$ cat src/tscs_cfg.svh
`ifndef TSCS_CFG_SVH
`define TSCS_CFG_SVH

// ==========================================
// Register offsets
`define TSCS_OFS_MODE 8'h00
`define TSCS_OFS_CMD 8'h04
`define TSCS_OFS_STAT 8'h08
`define TSCS_OFS_CFG 8'h0c

// ==========================================
// Mode register fields
`define TSCS_MODE_REN 0
`define TSCS_MODE_TEN 1
`define TSCS_MODE_DM 2
`define TSCS_MODE_SM 4
`define TSCS_MODE_REVERSE_BIT_ORDER 8
`define TSCS_MODE_CHAR_LENGTH_FIELD 11
`define TSCS_MODE_RST 16'h0000
`define TSCS_MODE_WMASK 16'h793f
`define TSCS_SM_TRANSPARENT 2'h3

// ==========================================
// Command bits
`define TSCS_CMD_STOP 0
`define TSCS_CMD_RESTART 1
`define TSCS_CMD_INIT_TX 2
`define TSCS_CMD_INIT_RX 3
`define TSCS_CMD_HUNT 4
`define TSCS_CMD_CLOSE_RX 5

// ==========================================
// Status and configuration fields
`define TSCS_STAT_TX_SYNC 0
`define TSCS_STAT_RX_SYNC 1
`define TSCS_STAT_STOPPED 2
`define TSCS_STAT_UNDERRUN 3
`define TSCS_STAT_RX_BUSY 4
`define TSCS_STAT_TX_PTR 8
`define TSCS_STAT_RX_PTR 16
`define TSCS_CFG_TSA 0

// ==========================================
// Transmit FIFO
`define TSCS_TX_FIFO_DEPTH 2
`define TSCS_TX_FIFO_W 17
`define TSCS_TX_FIFO_CW 2
`define TSCS_ONES 16'hffff

`endif

$ cat src/tscs_pkg.sv
package tscs_pkg;

	typedef enum logic [2:0] {
		TX_OFF,
		TX_HUNT,
		TX_IDLE,
		TX_DATA,
		TX_HELD
	} tscs_tx_state_t;

	typedef enum logic [1:0] {
		RX_OFF,
		RX_HUNT,
		RX_ON
	} tscs_rx_state_t;

endpackage : tscs_pkg

$ cat src/tscs_fifo_if.sv
`timescale 1ns/100ps
interface tscs_fifo_if #(
	parameter int W = 17,
	parameter int CW = 2
);
	logic push;
	logic pop;
	logic flush;
	logic [W-1:0] wdata;
	logic [W-1:0] rdata;
	logic valid;
	logic [CW-1:0] count;

	modport ctrl(output push, output pop, output flush, output wdata,
		input rdata, input valid, input count);
	modport mem(input push, input pop, input flush, input wdata,
		output rdata, output valid, output count);
endinterface : tscs_fifo_if

$ cat src/tscs_txfifo.sv
`timescale 1ns/100ps
module tscs_txfifo #(
	parameter int W = 17,
	parameter int DEPTH = 2
) (
	input wire logic clk,
	input wire logic rstn,
	tscs_fifo_if.mem bus
);
	localparam int AW = $clog2(DEPTH);

	if (DEPTH < 2 || (DEPTH & (DEPTH - 1)) != 0) begin : g_bad_depth
		$error("tscs_txfifo depth must be a power of two, at least two");
	end

	typedef struct packed {
		logic [DEPTH-1:0][W-1:0] mem;
		logic [AW-1:0] wp;
		logic [AW-1:0] rp;
		logic [AW:0] cnt;
		logic [W-1:0] rdata;
		logic valid;
	} tscs_fifo_state_t;

	tscs_fifo_state_t q;
	tscs_fifo_state_t d;

	// ==========================================
	// Pointer and storage update
	always_comb begin
		d = q;
		if (bus.push && q.cnt != DEPTH[AW:0]) begin
			d.mem[q.wp] = bus.wdata;
			d.wp = AW'(q.wp + 1'b1);
			d.cnt = (AW + 1)'(d.cnt + 1'b1);
		end
		if (bus.pop && q.cnt != '0) begin
			d.rp = AW'(q.rp + 1'b1);
			d.cnt = (AW + 1)'(d.cnt - 1'b1);
		end
		if (bus.flush) begin
			d.wp = '0;
			d.rp = '0;
			d.cnt = '0;
		end
		// Registered read port
		d.rdata = q.mem[q.rp];
		d.valid = (q.cnt != '0) && !bus.flush;
	end

	always_ff @(posedge clk or negedge rstn) begin
		if (!rstn) begin
			q <= '0;
		end else begin
			q <= d;
		end
	end

	assign bus.rdata = q.rdata;
	assign bus.valid = q.valid;
	assign bus.count = q.cnt;
endmodule : tscs_txfifo

$ cat src/tscs_top.sv
`timescale 1ns/100ps
`include "tscs_cfg.svh"
module tscs_top #(
	parameter logic [7:0] NUM_BD = 8'h08
) (
	input wire logic clk,
	input wire logic rstn,
	input wire logic [7:0] reg_addr,
	input wire logic [31:0] reg_wdata,
	input wire logic reg_wr,
	input wire logic reg_rd,
	output logic [31:0] reg_rdata,
	input wire logic serial_bit_clock,
	input wire logic ext_sync_pin,
	input wire logic frame_sync,
	input wire logic tx_slot,
	input wire logic rx_slot,
	input wire logic rxd,
	output logic txd,
	input wire logic tx_char_valid,
	input wire logic [15:0] tx_char_data,
	input wire logic tx_char_last,
	output logic tx_char_ready,
	output logic tx_error_event,
	output logic tx_underrun_flag,
	output logic [7:0] tx_descriptor_pointer,
	output logic rx_char_valid,
	output logic [15:0] rx_char_data,
	input wire logic rx_char_ready,
	output logic rx_buf_close,
	output logic rx_buf_overrun,
	output logic [7:0] rx_descriptor_pointer
);
	if (NUM_BD == 8'h00) begin : g_bad_bd
		$error("tscs_top needs at least one descriptor");
	end

	// Synchroniser lanes
	localparam int SY_SCLK = 0;
	localparam int SY_SYNC = 1;
	localparam int SY_FS = 2;
	localparam int SY_TXS = 3;
	localparam int SY_RXS = 4;
	localparam int SY_RXD = 5;

	typedef struct packed {
		logic [15:0] mode;
		logic time_slot_assigner;
		logic [31:0] rdata;
		logic [5:0] sync1;
		logic [5:0] sync2;
		logic sclk_p;
		logic tx_slot_p;
		logic rx_slot_p;
		logic tx_fs;
		logic rx_fs;
		tscs_pkg::tscs_tx_state_t tx_st;
		logic [3:0] tx_bit;
		logic [15:0] tx_char;
		logic tx_last;
		logic tx_stop;
		logic txd;
		logic tx_ready;
		logic tx_err;
		logic tx_un;
		logic [7:0] tx_ptr;
		tscs_pkg::tscs_rx_state_t rx_st;
		logic [3:0] rx_bit;
		logic [15:0] rx_acc;
		logic [15:0] rx_hold;
		logic rx_full;
		logic rx_busy;
		logic rx_close;
		logic rx_ov;
		logic [7:0] rx_ptr;
	} tscs_state_t;

	tscs_state_t q;
	tscs_state_t d;

	tscs_fifo_if #(.W(`TSCS_TX_FIFO_W), .CW(`TSCS_TX_FIFO_CW)) fifo_bus();

	tscs_txfifo #(.W(`TSCS_TX_FIFO_W), .DEPTH(`TSCS_TX_FIFO_DEPTH)) u_txfifo (
		.clk(clk),
		.rstn(rstn),
		.bus(fifo_bus.mem)
	);

	// ==========================================
	// Helpers
	function automatic logic [3:0] bit_pos(input logic [3:0] idx, input logic [3:0] len,
		input logic rev);
		bit_pos = rev ? 4'(len - idx) : idx;
	endfunction : bit_pos

	function automatic logic [15:0] char_mask(input logic [3:0] len);
		char_mask = `TSCS_ONES >> 4'(4'hf - len);
	endfunction : char_mask

	function automatic logic [7:0] ptr_next(input logic [7:0] p);
		ptr_next = (p == 8'(NUM_BD - 8'h01)) ? 8'h00 : 8'(p + 8'h01);
	endfunction : ptr_next

	logic [3:0] char_length_field;
	logic reverse_bit_order;
	logic chan_on;
	logic ten_on;
	logic ren_on;
	logic rise;
	logic fall;
	logic cmd_wr;
	logic c_stop;
	logic c_restart;
	logic c_init_tx;
	logic c_init_rx;
	logic c_hunt;
	logic c_close;
	logic push;
	logic pop;
	logic rx_pop;
	logic [2:0] cnt_next;

	assign char_length_field = q.mode[`TSCS_MODE_CHAR_LENGTH_FIELD +: 4];
	assign reverse_bit_order = q.mode[`TSCS_MODE_REVERSE_BIT_ORDER];
	assign chan_on = q.mode[`TSCS_MODE_SM +: 2] == `TSCS_SM_TRANSPARENT;
	assign ten_on = chan_on && q.mode[`TSCS_MODE_TEN];
	assign ren_on = chan_on && q.mode[`TSCS_MODE_REN];
	assign rise = q.sync2[SY_SCLK] && !q.sclk_p;
	assign fall = !q.sync2[SY_SCLK] && q.sclk_p;
	assign cmd_wr = reg_wr && reg_addr == `TSCS_OFS_CMD;
	assign c_stop = cmd_wr && reg_wdata[`TSCS_CMD_STOP];
	assign c_restart = cmd_wr && reg_wdata[`TSCS_CMD_RESTART];
	assign c_init_tx = cmd_wr && reg_wdata[`TSCS_CMD_INIT_TX];
	assign c_init_rx = cmd_wr && reg_wdata[`TSCS_CMD_INIT_RX];
	assign c_hunt = cmd_wr && reg_wdata[`TSCS_CMD_HUNT];
	assign c_close = cmd_wr && reg_wdata[`TSCS_CMD_CLOSE_RX];
	assign push = tx_char_valid && q.tx_ready;
	assign rx_pop = q.rx_full && rx_char_ready;
	assign fifo_bus.push = push;
	assign fifo_bus.pop = pop;
	assign fifo_bus.flush = !ten_on;
	assign fifo_bus.wdata = {tx_char_last, tx_char_data};

	// ==========================================
	// Next state
	always_comb begin
		logic [15:0] cur;
		logic [3:0] nb;
		logic [31:0] rd;
		logic [15:0] acc;
		tscs_pkg::tscs_tx_state_t st_now;
		logic started;
		logic cap;
		cur = q.tx_char;
		nb = q.tx_bit;
		rd = 32'h0;
		acc = q.rx_acc;
		st_now = q.tx_st;
		started = 1'b0;
		cap = 1'b0;
		pop = 1'b0;
		d = q;
		d.tx_err = 1'b0;
		d.rx_close = 1'b0;
		d.rx_ov = 1'b0;
		d.sync1 = {rxd, rx_slot, tx_slot, frame_sync, ext_sync_pin, serial_bit_clock};
		d.sync2 = q.sync1;
		d.sclk_p = q.sync2[SY_SCLK];

		// Register port
		if (reg_wr && reg_addr == `TSCS_OFS_MODE) begin
			d.mode = reg_wdata[15:0] & `TSCS_MODE_WMASK;
		end
		if (reg_wr && reg_addr == `TSCS_OFS_CFG) begin
			d.time_slot_assigner = reg_wdata[`TSCS_CFG_TSA];
		end
		if (reg_rd) begin
			case (reg_addr)
				`TSCS_OFS_MODE: rd[15:0] = q.mode;
				`TSCS_OFS_CFG: rd[`TSCS_CFG_TSA] = q.time_slot_assigner;
				`TSCS_OFS_STAT: begin
					rd[`TSCS_STAT_TX_SYNC] = q.tx_st != tscs_pkg::TX_OFF && q.tx_st != tscs_pkg::TX_HUNT;
					rd[`TSCS_STAT_RX_SYNC] = q.rx_st == tscs_pkg::RX_ON;
					rd[`TSCS_STAT_STOPPED] = q.tx_stop;
					rd[`TSCS_STAT_UNDERRUN] = q.tx_un;
					rd[`TSCS_STAT_RX_BUSY] = q.rx_busy;
					rd[`TSCS_STAT_TX_PTR +: 8] = q.tx_ptr;
					rd[`TSCS_STAT_RX_PTR +: 8] = q.rx_ptr;
				end
				default: rd = 32'h0;
			endcase
		end
		d.rdata = rd;

		// ==========================================
		// Transmitter
		if (!ten_on) begin
			d.tx_st = tscs_pkg::TX_OFF;
			d.txd = 1'b1;
			d.tx_bit = 4'h0;
			d.tx_char = `TSCS_ONES;
			d.tx_stop = 1'b0;
		end else if (q.tx_st == tscs_pkg::TX_OFF) begin
			d.tx_st = tscs_pkg::TX_HUNT;
			d.tx_fs = 1'b0;
		end else begin
			if (q.sync2[SY_FS]) begin
				d.tx_fs = 1'b1;
			end
			// Pin sync; ignored once synced
			if (!q.time_slot_assigner && q.tx_st == tscs_pkg::TX_HUNT && rise && !q.sync2[SY_SYNC]) begin
				d.tx_st = tscs_pkg::TX_IDLE;
				d.tx_bit = 4'h0;
				d.tx_char = `TSCS_ONES;
			end
			if (fall && (!q.time_slot_assigner || q.sync2[SY_TXS])) begin
				// Slot start: first after frame sync, or resume after gap
				if (q.time_slot_assigner && !q.tx_slot_p && fifo_bus.valid &&
					(q.tx_st == tscs_pkg::TX_IDLE ||
					(q.tx_st == tscs_pkg::TX_HUNT && q.tx_fs))) begin
					cur = fifo_bus.rdata[15:0] & char_mask(char_length_field);
					d.tx_last = fifo_bus.rdata[16];
					nb = 4'h0;
					started = 1'b1;
					st_now = tscs_pkg::TX_DATA;
					d.tx_st = tscs_pkg::TX_DATA;
					pop = 1'b1;
				end
				if (st_now != tscs_pkg::TX_HUNT) begin
					d.txd = cur[bit_pos(nb, char_length_field, reverse_bit_order)];
					d.tx_char = cur;
					d.tx_bit = 4'(nb + 4'h1);
					if (nb == char_length_field) begin
						d.tx_bit = 4'h0;
						d.tx_char = `TSCS_ONES;
						if (fifo_bus.valid && !started && st_now != tscs_pkg::TX_HELD &&
							!(q.time_slot_assigner && st_now != tscs_pkg::TX_DATA)) begin
							d.tx_char = fifo_bus.rdata[15:0] & char_mask(char_length_field);
							d.tx_last = fifo_bus.rdata[16];
							d.tx_st = tscs_pkg::TX_DATA;
							pop = 1'b1;
						end else if (st_now == tscs_pkg::TX_DATA && q.tx_stop) begin
							d.tx_st = tscs_pkg::TX_HELD;
						end else if (st_now == tscs_pkg::TX_DATA && !q.tx_last) begin
							d.tx_st = tscs_pkg::TX_HELD;
							d.tx_err = 1'b1;
							d.tx_un = 1'b1;
							d.tx_ptr = ptr_next(q.tx_ptr);
						end else if (st_now == tscs_pkg::TX_DATA) begin
							d.tx_st = tscs_pkg::TX_IDLE;
						end
					end
				end
			end
			if (fall) begin
				d.tx_slot_p = q.sync2[SY_TXS];
			end
			if (c_hunt && !q.time_slot_assigner && q.tx_st != tscs_pkg::TX_HELD) begin
				d.tx_st = tscs_pkg::TX_HUNT;
			end
			if (c_stop) begin
				d.tx_stop = 1'b1;
			end
			if (c_restart) begin
				d.tx_stop = 1'b0;
				d.tx_un = d.tx_err;
				if (q.tx_st == tscs_pkg::TX_HELD) begin
					d.tx_st = tscs_pkg::TX_IDLE;
				end
			end
		end
		if (push && tx_char_last) begin
			d.tx_ptr = ptr_next(d.tx_ptr);
		end
		if (c_init_tx) begin
			d.tx_ptr = 8'h00;
			d.tx_stop = 1'b0;
			d.tx_un = d.tx_err;
		end
		cnt_next = 3'({1'b0, fifo_bus.count} + {2'b00, push} - {2'b00, pop});
		d.tx_ready = ten_on && d.tx_st != tscs_pkg::TX_OFF && d.tx_st != tscs_pkg::TX_HELD &&
			!d.tx_stop && cnt_next < 3'(`TSCS_TX_FIFO_DEPTH);

		// ==========================================
		// Receiver
		if (rx_pop) begin
			d.rx_full = 1'b0;
		end
		if (!ren_on) begin
			d.rx_st = tscs_pkg::RX_OFF;
			d.rx_bit = 4'h0;
			d.rx_acc = 16'h0;
		end else begin
			if (q.rx_st == tscs_pkg::RX_OFF) begin
				d.rx_st = tscs_pkg::RX_HUNT;
				d.rx_fs = 1'b0;
			end
			if (q.sync2[SY_FS]) begin
				d.rx_fs = 1'b1;
			end
			if (rise) begin
				if (q.rx_st == tscs_pkg::RX_HUNT) begin
					cap = q.time_slot_assigner ? (q.rx_fs && q.sync2[SY_RXS] && !q.rx_slot_p)
						: !q.sync2[SY_SYNC];
					if (cap) begin
						d.rx_st = tscs_pkg::RX_ON;
					end
				end else if (q.rx_st == tscs_pkg::RX_ON) begin
					cap = !q.time_slot_assigner || q.sync2[SY_RXS];
				end
				d.rx_slot_p = q.sync2[SY_RXS];
				if (cap) begin
					acc[bit_pos(q.rx_bit, char_length_field, reverse_bit_order)] = q.sync2[SY_RXD];
					if (q.rx_bit == char_length_field) begin
						d.rx_bit = 4'h0;
						d.rx_acc = 16'h0;
						if (q.rx_full && !rx_pop) begin
							d.rx_close = 1'b1;
							d.rx_ov = 1'b1;
							d.rx_ptr = ptr_next(q.rx_ptr);
						end
						d.rx_hold = acc;
						d.rx_full = 1'b1;
						d.rx_busy = 1'b1;
					end else begin
						d.rx_acc = acc;
						d.rx_bit = 4'(q.rx_bit + 4'h1);
					end
				end
			end
			if ((c_hunt || c_close) && q.rx_busy && !d.rx_close) begin
				d.rx_close = 1'b1;
				d.rx_ptr = ptr_next(q.rx_ptr);
				d.rx_busy = 1'b0;
			end
			if (c_hunt) begin
				d.rx_st = tscs_pkg::RX_HUNT;
				d.rx_fs = 1'b0;
				d.rx_bit = 4'h0;
				d.rx_acc = 16'h0;
			end
		end
		if (c_init_rx) begin
			d.rx_ptr = 8'h00;
		end
	end

	always_ff @(posedge clk or negedge rstn) begin
		if (!rstn) begin
			q <= '0;
			q.mode <= `TSCS_MODE_RST;
			q.txd <= 1'b1;
			q.tx_char <= `TSCS_ONES;
		end else begin
			q <= d;
		end
	end

	// ==========================================
	// Outputs
	assign reg_rdata = q.rdata;
	assign txd = q.txd;
	assign tx_char_ready = q.tx_ready;
	assign tx_error_event = q.tx_err;
	assign tx_underrun_flag = q.tx_un;
	assign tx_descriptor_pointer = q.tx_ptr;
	assign rx_char_valid = q.rx_full;
	assign rx_char_data = q.rx_hold;
	assign rx_buf_close = q.rx_close;
	assign rx_buf_overrun = q.rx_ov;
	assign rx_descriptor_pointer = q.rx_ptr;
endmodule : tscs_top

$ cat config.mk
export PLATFORM = sky130hd
export DESIGN_NAME = tscs_top
export DESIGN_NICKNAME = d
export VERILOG_FILES = /design/src/tscs_pkg.sv /design/src/tscs_fifo_if.sv /design/src/tscs_txfifo.sv /design/src/tscs_top.sv
export VERILOG_INCLUDE_DIRS = /design/src
export SDC_FILE = /design/constraint.sdc
export NUM_CORES = 1
export LEC_CHECK = 0
export ABC_CLOCK_PERIOD_IN_PS = 9000
export BUFFER_PORTS_ARGS = -buffer_cell sky130_fd_sc_hd__buf_2
export CAP_MARGIN = 25
export CORE_AREA = 2 2 147 149
export CTS_BUF_LIST = sky130_fd_sc_hd__clkbuf_4 sky130_fd_sc_hd__clkbuf_8 sky130_fd_sc_hd__clkbuf_16
export DETAILED_ROUTE_END_ITERATION = 8
export DIE_AREA = 0 0 149 151
export PLACE_DENSITY = 0.7
export SLEW_MARGIN = 20
export SYNTH_ARGS = -nofsm -noshare
export SYNTH_HDL_FRONTEND = slang
export SYNTH_SLANG_ARGS = --single-unit
$ cat constraint.sdc
create_clock -name clk -period 9 [get_ports clk]
set_input_delay 2.7 -clock clk [delete_from_list [all_inputs] [get_ports clk]]
set_output_delay 2.7 -clock clk [all_outputs]
set_load 0.02 [all_outputs]
==> results of run 1 <==
## cell usage in the layout (no fill, tap or decap), types with 14 or more instances in the layout
cell | Yosys | routed
a21oi_1 | 44 | 43
a22oi_1 | 17 | 17
and3_1 | 25 | 25
buf_2 | 2 | 107
clkbuf_16 | 0 | 17
dfrtp_1 | 177 | 177
dfstp_2 | 17 | 17
ha_1 | 14 | 14
inv_1 | 44 | 44
mux2_2 | 68 | 68
mux2i_1 | 34 | 34
nand2_1 | 90 | 90
nand3_1 | 38 | 38
nor2_1 | 44 | 44
nor2b_1 | 16 | 16
nor3_1 | 15 | 14
o21ai_0 | 61 | 61
o22ai_1 | 36 | 36
xnor2_1 | 16 | 16
## synthesized netlist by cell type (4+ instances only)
library cell	n
ha_1	14
mux2i_1	34
and3_1	25
o21ai_0	61
o32ai_1	4
nand2b_1	11
clkbuf_1	47
or4_1	4
nor3_1	15
nor2_1	44
nand2_1	90
a21boi_0	4
a2bb2oi_1	4
or3_1	4
o21a_1	4
nand3_1	38
o31ai_1	8
nand4_1	5
nor2b_1	16
xnor2_1	16
a31oi_1	4
xor2_1	5
a22o_1	4
a22oi_1	17
dfrtp_1	177
mux2_2	68
buf_4	66
a21oi_1	44
inv_1	44
and2_1	5
nor4_1	6
o211ai_1	8
o22ai_1	36
dfstp_2	17
a211oi_1	5
## routing by layer
metal  routed length (um)  vias to the layer above  GRT usage, %
met3                 1020                       28          3.52
met1                10200                     3675          27.8
met4                  403                        0          7.24
met2                10900                      200          34.2
met5                    0                        -             0
li1                     -                     3582             -
## flip-flops by register name, indices dropped and copies added, names as in the netlist
signal,flops
rx_char_valid,1
u_txfifo.bus.count,2
tx_char_ready,1
u_txfifo.bus.valid,1
rx_buf_overrun,1
u_txfifo.q,36
rx_buf_close,1
rx_char_data,16
tx_error_event,1
u_txfifo.bus.rdata,17
rx_descriptor_pointer,8
tx_descriptor_pointer,8
d,7
tx_underrun_flag,1
txd,1
char_length_field,4
reg_rdata,22
q,66
## per-stage QoR
step | instances | setup WS [ns] | area [um2] | utilization, % | hold slack (ns)
finish | 1323 | 3.94 | 11200 | 53.6 | 0.352
global route | 1323 | 3.58 | 11200 | 53.6 | 0.366
CTS | 1323 | 3.93 | 11200 | 53.6 | 0.353
detailed placement | 1291 | 3.70 | 10500 | 50.6 | 0.338
global placement | 1290 | 3.73 | 10500 | 50.6 | 0.336
floorplan | 1015 | 4.09 | 10300 | - | 0.331
## path summary, 6_finish.rpt
path	endpoint	cells past startpoint	slack, ns
max in group asynchronous	q[44]	2	5.51
worst max-delay path	tx_char_ready	14	3.94
worst min register to register	q[94]	0	0.35
worst min-delay path	q[94]	0	0.35
min in group asynchronous	rx_char_data[6]	1	2.27
worst max register to register	tx_char_ready	14	3.94
## cells by family after synthesis
| kind of cell | count (synthesis) | synth area share, % |
|---|---|---|
| XOR/XNOR | 22 | 1.96 |
| AND/OR/NAND/NOR | 280 | 13.9 |
| buffers and inverters | 160 | 8.39 |
| adder cells (fa/ha/maj) | 17 | 2.30 |
| multiplexers | 104 | 11.3 |
| AO/OA/AOI/OAI | 228 | 14.5 |
| other | 1 | 0.0367 |
| flip-flops | 194 | 47.7 |
## power breakdown
group,switching [mW],total (mW),internal (mW)
logic,0.0568,0.0817,0.0249
registers,0.0143,0.893,0.879
clock network,0.356,0.803,0.447
total,0.427,1.78,1.35
## area by class of cell
type	count	area (um2)
fillers	1900	9660
flip-flops and latches	194	4880
multi-input cells	661	4540
repair buffers	117	621
clock buffers	17	425
well taps	275	344
clock inverters	15	196
inverters	44	165
## worst max-delay path, delay by kind of cell (launching register included)
| family | cells | cell delay (ns) |
|---|---|---|
| and+or+nand+nor | 7 | 1.92 |
| AOI/OAI and AO/OA | 4 | 1.43 |
| adders and majority gates | 3 | 1.07 |
| DFF | 1 | 0.56 |
==> results.sh, run 1 <==
export IMPL_cts_tree="built"
export IMPL_gp_congestion=0.927
export IMPL_r2r_start="q[85]"
export IMPL_status="finished, final reports clean"
export IMPL_grt_pass1_vias=7226
export IMPL_seq_area_frac_synth_pct=47.7
export IMPL_postCtsSetupRepairBufs=0
export IMPL_coreArea_mm2=0.0208
export IMPL_pin_count=140
export IMPL_synth_edff_count=0
export IMPL_cp_start_kind="flop"
export IMPL_worst_ir_drop_vdd_uv=133
export IMPL_p_leak_nw=5.17
export IMPL_grt_pass1_wl_um=36900
export IMPL_area_delta_synth_final_pct=9.15
export IMPL_nNetsFinal=1121
export IMPL_totalWireLength_um=22500
export IMPL_relSlewSlack_pct=36.8
export IMPL_slowest_delay_ns=0.60
export IMPL_ys_warn_count=0
export IMPL_syn_area_per_cell_um2=10.2
export IMPL_grtUsageTotal_pct=20.7
export IMPL_die_area_mm2=0.0225
export IMPL_first_iter_violations=366
export IMPL_synth_area_top_cells="dfrtp_1, mux2_2, buf_4"
export IMPL_wire_per_inst_um=17.0
export IMPL_root_buffer="clkbuf_16"
export IMPL_final_layout_size_suffix_gt1_share_pct=23.9
export IMPL_hold_viol=0
export IMPL_setup_tns_ns=0
export IMPL_yosysTopAreaCell="dfrtp_1"
export IMPL_ys_async_sr_fraction_pct=100
export IMPL_clock_skew_ns=0.0109
export IMPL_power_density_mw_per_mm2=159
export IMPL_via_count=7485
export IMPL_endpoint_kind="flop"
export IMPL_synth_top_area_share_pct=43.3
export IMPL_min_period_over_period_pct=56.3
export IMPL_first_pass_iters=7
export IMPL_critPathMostFrequentCell="ha_1"
export IMPL_rows=53
export IMPL_die_x_um=149
export IMPL_ys_types=75
export IMPL_die_h_um=151
export IMPL_cts_resized=0
export IMPL_syn_area_mm2=0.0102
export IMPL_cts_max_path_buffers=2
export IMPL_crit_type="reg -> reg"
export IMPL_setup_viol=0
export IMPL_cap_violations=0
export IMPL_drc=0
export IMPL_clk_pin_slew_ns=0.07
export IMPL_antenna_found_initial=0
export IMPL_finalWorstPathRequiredPeriod_ns=5.06
export IMPL_syn_inst=1006
export IMPL_ys_seq_elements=194
export IMPL_hp_start="d[94]"
export IMPL_worst_pin_slew_ns=0.948
export IMPL_grt_max_degree=97
export IMPL_worst_path_max_fanout=18
export IMPL_hpwl_um=15500
export IMPL_start_util_pct=49.1
export IMPL_io_buffers=108
export IMPL_finalPower_mw=1.78
export IMPL_cp_arrival_ns=5.43
export IMPL_viasPerCell=5.66
export IMPL_slowest_stage="a2111o_1"
export IMPL_crit_required_ns=9.36
export IMPL_critPathLaunch="q[85]"
export IMPL_final_max_slew_violation_count=0
export IMPL_ctsHoldBuffers=0
export IMPL_crit_chain="nand3b_4 -> a2111o_1 -> nand2_1 -> ha_1 -> nand3_1 -> a31oi_4 -> nand4_1 -> o21a_1 -> nor3_1 -> ha_1 -> nor2_1 -> fa_1 -> or4_1 -> a21oi_1"
export IMPL_cts_buffers=17
export IMPL_overflow=0
export IMPL_clock_latency_ns=0.45
export IMPL_hp_class="reg -> reg"
export IMPL_cts_sinks=194
export IMPL_drtAntennaViolNets=0
export IMPL_antenna_cells=0
export IMPL_synthFlopType="dfrtp_1"
export IMPL_timing_fmax_ghz=0.197
export IMPL_rsz0062_at_grt="no"
export IMPL_h_tree_depth=4
No activity file was read; power rests on OpenSTA's default activity.
==> run 2: changes to the inputs <==
- ABC_CLOCK_PERIOD_IN_PS: 9000 -> 4310
- PLACE_DENSITY: 0.7 -> 0.72
- clock period: 9 -> 4.31 ns (I/O delays scaled with it)
==> run 2 against run 1 <==
Compared with the run above:
- via count is 1.5% higher
- worst setup slack lost 3.6 ns
- largest cell class unchanged
- clock skew increased by 0.0028 ns
- highest routed layer unchanged
==> results.sh, run 2 (synthesized netlist as in run 1, its figures left out) <==
export IMPL_power_frac_seq_pct=50.7
export IMPL_r2r_start="q[84]"
export IMPL_fill_cells=1818
export IMPL_root_buffer="clkbuf_16"
export IMPL_setup_tns_ns=0
export IMPL_stdcell_area_mm2=0.0113
export IMPL_rsz0062_at_grt="no"
export IMPL_cts_buffers=17
export IMPL_timing_fmax_ghz=0.251
export IMPL_drc=0
export IMPL_clock_latency_ns=0.44
export IMPL_rrSetupSlack_ns=0.33
export IMPL_p_int_mw=2.74
export IMPL_worst_hold_slack_ns=0.353
export IMPL_largest_reg_flops=66
export IMPL_drtAntennaViolNets=0
export IMPL_cp_depth=14
export IMPL_finalWorstPathRequiredPeriod_ns=3.98
export IMPL_cts_tree="built"
export IMPL_worst_path_max_fanout=9
export IMPL_power_density_mw_per_mm2=325
export IMPL_stdcell_count=1337
export IMPL_rr_endpoint="tx_char_ready"
export IMPL_setup_viol=0
export IMPL_final_cell_mix="dfrtp_1, buf_2, nand2_1"
export IMPL_cts_sinks=194
export IMPL_placed_area_mm2=0.0107
export IMPL_crit_chain="nand2b_4 -> a2111o_1 -> nand2_1 -> ha_1 -> nand3_2 -> a31oi_4 -> nand4_1 -> o21a_2 -> nor3_2 -> ha_1 -> nor2_1 -> fa_1 -> or4_1 -> a21oi_1"
export IMPL_gp_congestion=0.951
export IMPL_totalWireLength_um=22800
export IMPL_min_path_cells=0
export IMPL_cp_top_family="simple AND/OR/NAND/NOR gates"
export IMPL_status="finished, final reports clean"
export IMPL_hpwl_um=15500
export IMPL_h_tree_depth=4
export IMPL_grt_pass1_wl_um=37500
export IMPL_overflow=0
export IMPL_antenna_cells=0
export IMPL_hp_start="d[96]"
export IMPL_wire_per_inst_um=17.0
export IMPL_cap_violations=0
export IMPL_grtUsageTotal_pct=21.0
export IMPL_p_leak_nw=5.24
export IMPL_clock_skew_ns=0.0137
export IMPL_postCtsSetupRepairBufs=0
export IMPL_cp_arrival_ns=4.34
export IMPL_utilization_pct=54.2
export IMPL_layout_cells_most_common="dfrtp_1"
export IMPL_grt_pass1_vias=7353
export IMPL_via_count=7598
export IMPL_worstHoldEndpoint="q[96]"
export IMPL_wl_met2_um=10700
export IMPL_clk_pin_slew_ns=0.07
export IMPL_dp_slack_ns=0.320
export IMPL_wl_met3_um=1280
export IMPL_grt_max_degree=84
export IMPL_first_iter_violations=571
export IMPL_first_pass_iters=5
export IMPL_regArea_mm2=0.00488
export IMPL_crit_type="reg -> reg"
export IMPL_multi_input_area_mm2=0.00455
export IMPL_wl_met1_um=10400
export IMPL_rows=53
export IMPL_final_max_slew_violation_count=0
export IMPL_crit_required_ns=4.67
export IMPL_viasPerCell=5.68
export IMPL_die_h_um=151
export IMPL_top_layer="met4"
export IMPL_pin_count=140
export IMPL_antenna_found_initial=0
export IMPL_hp_class="reg -> reg"
export IMPL_worst_ir_drop_vdd_uv=272
export IMPL_area_delta_synth_final_pct=10.2
export IMPL_cts_max_path_buffers=2
export IMPL_dpl_cell_count=1305
export IMPL_critPathMostFrequentCell="ha_1"
export IMPL_nNetsFinal=1135
export IMPL_reg2reg_depth=14
export IMPL_worst_pin_slew_ns=0.899
export IMPL_layout_setup_ws_ns=0.331
export IMPL_finalPower_mw=3.66
export IMPL_p_sw_mw=0.924
export IMPL_cp_start_kind="flop"
export IMPL_min_period_over_period_pct=92.3
export IMPL_hold_viol=0
export IMPL_slowest_stage="or4_1"
export IMPL_top_register="q"
export IMPL_combinationalPowerShare_pct=5.2
export IMPL_final_layout_size_suffix_gt1_share_pct=25.1
export IMPL_slowest_delay_ns=0.52
export IMPL_p_clk_share_pct=44.2
export IMPL_die_area_mm2=0.0225
export IMPL_cp_buffers_inverters=0
export IMPL_start_util_pct=49.1
export IMPL_switching_share_pct=25.2
export IMPL_relSlewSlack_pct=40.1
export IMPL_endpoint_kind="flop"
export IMPL_coreArea_mm2=0.0208
export IMPL_io_buffers=108
export IMPL_die_x_um=149
run 2: cell types whose count changed in the layout (fill, tap and decap cells not counted), sizes merged:
cell / before / now
buf: 116 / 130
bufinv: 3 / 1
clkbuf: 18 / 19
clkinv: 5 / 6
run 2: area by class of cell:
type                    instances  share of cell area (%)
multi-input cells             661                    40.3
well taps                     275                    3.05
clock buffers                  18                    3.89
clock inverters                14                    1.51
inverters                      44                    1.46
repair buffers                131                    6.51
flip-flops and latches        194                    43.2
run 2: worst max path at each step:
stage	startpoint	endpoint
2_1_floorplan	q[85]	tx_char_ready
3_3_place_gp	q[84]	tx_char_ready
5_1_grt	q[85]	tx_char_ready
3_5_place_dp	q[84]	tx_char_ready
4_1_cts	q[84]	tx_char_ready
6_report	q[84]	tx_char_ready
run 2: what timing repair did:
item                                    CTS  global route
hold buffers                              0             0
endpoints found under the setup margin    0             1
gates resized for setup                   0             2
run 2: metal layers:
layer / global-route usage [%] / up-vias
met4: 6.14 / 0
met1: 29.2 / 3710
met5: 0 / -
met2: 33.6 / 240
met3: 4.07 / 32
li1: - / 3616
run 2: power by group through the flow:
stage          combinational [mW]  sequential, mW  clock (mW)
6_report                    0.189            1.86        1.62
3_3_place_gp                0.188            1.89           0
4_1_cts                     0.191            1.86        1.64
2_1_floorplan               0.104            1.88           0
3_5_place_dp                0.190            1.89           0
5_1_grt                     0.212            1.86        1.73
==> run 3: changes to the inputs <==
- BUFFER_PORTS_ARGS: -buffer_cell sky130_fd_sc_hd__buf_2 -> default
- DONT_BUFFER_PORTS: default -> 1
- PLACE_DENSITY: 0.72 -> 0.66
==> run 3 against run 2 <==
Compared with the run above:
- core utilization decreased by 2.7 points
- non-clock buffer count is 110 lower
- cell area is 5.0% lower
- clock power about the same
- worst setup slack worse by 0.081 ns
- total power decreased by 0.98%
- worst hold slack worse by 0.0026 ns
- sequential cell count unchanged
==> results.sh, run 3 (synthesized netlist as in run 1, its figures left out) <==
export IMPL_cp_start_kind="flop"
export IMPL_postCtsSetupRepairBufs=0
export IMPL_relSlewSlack_pct=35.0
export IMPL_worst_hold_slack_ns=0.350
export IMPL_final_max_slew_violation_count=0
export IMPL_final_layout_size_suffix_gt1_share_pct=16.4
export IMPL_worstHoldEndpoint="q[97]"
export IMPL_cts_resized=0
export IMPL_grt_pass1_vias=7000
export IMPL_rows=53
export IMPL_grt_pass1_wl_um=36800
export IMPL_r2r_start="q[84]"
export IMPL_setup_viol=0
export IMPL_stdcell_count=1227
export IMPL_largest_reg_flops=66
export IMPL_grt_max_degree=195
export IMPL_cts_sinks=194
export IMPL_grtUsageTotal_pct=20.7
export IMPL_root_buffer="clkbuf_16"
export IMPL_timing_fmax_ghz=0.246
export IMPL_pin_count=140
export IMPL_status="finished, final reports clean"
export IMPL_cp_arrival_ns=4.42
export IMPL_slowest_delay_ns=0.55
export IMPL_die_area_mm2=0.0225
export IMPL_reg2reg_depth=14
export IMPL_p_int_mw=2.76
export IMPL_overflow=0
export IMPL_coreArea_mm2=0.0208
export IMPL_cap_violations=0
export IMPL_min_period_over_period_pct=94.2
export IMPL_drc=0
export IMPL_die_x_um=149
export IMPL_h_tree_depth=4
export IMPL_hold_viol=0
export IMPL_viasPerCell=5.74
export IMPL_layout_cells_most_common="dfrtp_1"
export IMPL_crit_type="reg -> reg"
export IMPL_drtAntennaViolNets=0
export IMPL_cts_max_path_buffers=2
export IMPL_ctsHoldBuffers=0
export IMPL_power_density_mw_per_mm2=338
export IMPL_p_clk_share_pct=45.6
export IMPL_via_count=7044
export IMPL_stdcell_area_mm2=0.0107
export IMPL_setup_tns_ns=0
export IMPL_first_iter_violations=395
export IMPL_first_pass_iters=5
export IMPL_hp_start="d[97]"
export IMPL_rsz0062_at_grt="no"
export IMPL_rrSetupSlack_ns=0.25
export IMPL_hp_class="reg -> reg"
export IMPL_crit_required_ns=4.67
export IMPL_die_h_um=151
export IMPL_worst_pin_slew_ns=0.975
export IMPL_io_buffers=0
export IMPL_min_path_cells=0
export IMPL_cts_buffers=17
export IMPL_endpoint_kind="flop"
export IMPL_slowest_stage="dfrtp_1"
export IMPL_worst_ir_drop_vdd_uv=381
export IMPL_clock_skew_ns=0.0114
export IMPL_top_register="q"
export IMPL_nNetsFinal=1025
export IMPL_dpl_cell_count=1195
export IMPL_area_delta_synth_final_pct=4.72
export IMPL_placed_area_mm2=0.0101
export IMPL_finalWorstPathRequiredPeriod_ns=4.06
export IMPL_clock_latency_ns=0.44
export IMPL_totalWireLength_um=22300
export IMPL_clk_pin_slew_ns=0.07
export IMPL_p_leak_nw=4.73
export IMPL_cts_tree="built"
export IMPL_hpwl_um=15100
export IMPL_final_cell_mix="dfrtp_1, nand2_1, mux2_2"
export IMPL_antenna_cells=0
export IMPL_crit_chain="nand3b_4 -> a2111oi_4 -> nor2_1 -> ha_1 -> nand3_2 -> a31oi_4 -> nand4_1 -> o21a_1 -> nor3_2 -> ha_1 -> nor2_1 -> fa_1 -> or4_1 -> a21oi_1"
export IMPL_gp_congestion=0.857
export IMPL_combinationalPowerShare_pct=3.1
export IMPL_antenna_found_initial=0
export IMPL_wire_per_inst_um=18.1
export IMPL_switching_share_pct=23.9
export IMPL_p_sw_mw=0.868
export IMPL_worst_path_max_fanout=9
export IMPL_rr_endpoint="tx_char_ready"
export IMPL_power_frac_seq_pct=51.3
export IMPL_start_util_pct=49.1
run 3: final cells by class:
cell class,instances,area (um2)
sequential,194,4880
multi-input combinational,661,4550
fill,1888,10100
clock buffer,17,425
clock inverter,15,196
timing repair buffer,21,158
tap,275,344
inverter,44,165
run 3: how the worst max path moves through the flow:
stage	start	to	slack, ns
after global placement	q[84]	tx_char_ready	0.33
after floorplan	q[85]	tx_char_ready	0.02
final	q[84]	tx_char_ready	0.25
after CTS	q[84]	tx_char_ready	0.25
after detailed placement	q[84]	tx_char_ready	0.29
after global routing	q[84]	tx_char_ready	0.02
run 3: through the flow:
step / power [mW] / worst slack (ns) / util [%]
after global routing: 3.75 / 0.0232 / 51.5
after detailed placement: 2.01 / 0.287 / 48.5
after CTS: 3.67 / 0.250 / 51.5
final: 3.63 / 0.250 / 51.5
after floorplan: 1.99 / 0.0185 / -
after global placement: 2.01 / 0.327 / 48.5
run 3: critical path, delay by kind of cell, from the launching register on:
kind            cells  cell delay (ns)
flops               1             0.55
fa+ha+maj           3             0.99
compound gates      4             1.02
simple gates        7             1.42
run 3: per-layer routing:
| metal | global-route usage [%] | vias to the layer above | part of all wire (%) |
|---|---|---|---|
| met2 | 33.0 | 187 | 48 |
| li1 | - | 3393 | - |
| met4 | 7.62 | 0 | 1.8 |
| met1 | 28.0 | 3440 | 45 |
| met5 | 0 | - | 0 |
| met3 | 4.31 | 24 | 5.1 |
run 3: power groups by stage:
stage / clock [mW] / sequential [mW] / combinational, mW
finish: 1.65 / 1.86 / 0.111
CTS: 1.70 / 1.86 / 0.110
detailed placement: 0 / 1.90 / 0.109
floorplan: 0 / 1.88 / 0.104
global route: 1.76 / 1.86 / 0.123
global placement: 0 / 1.90 / 0.108
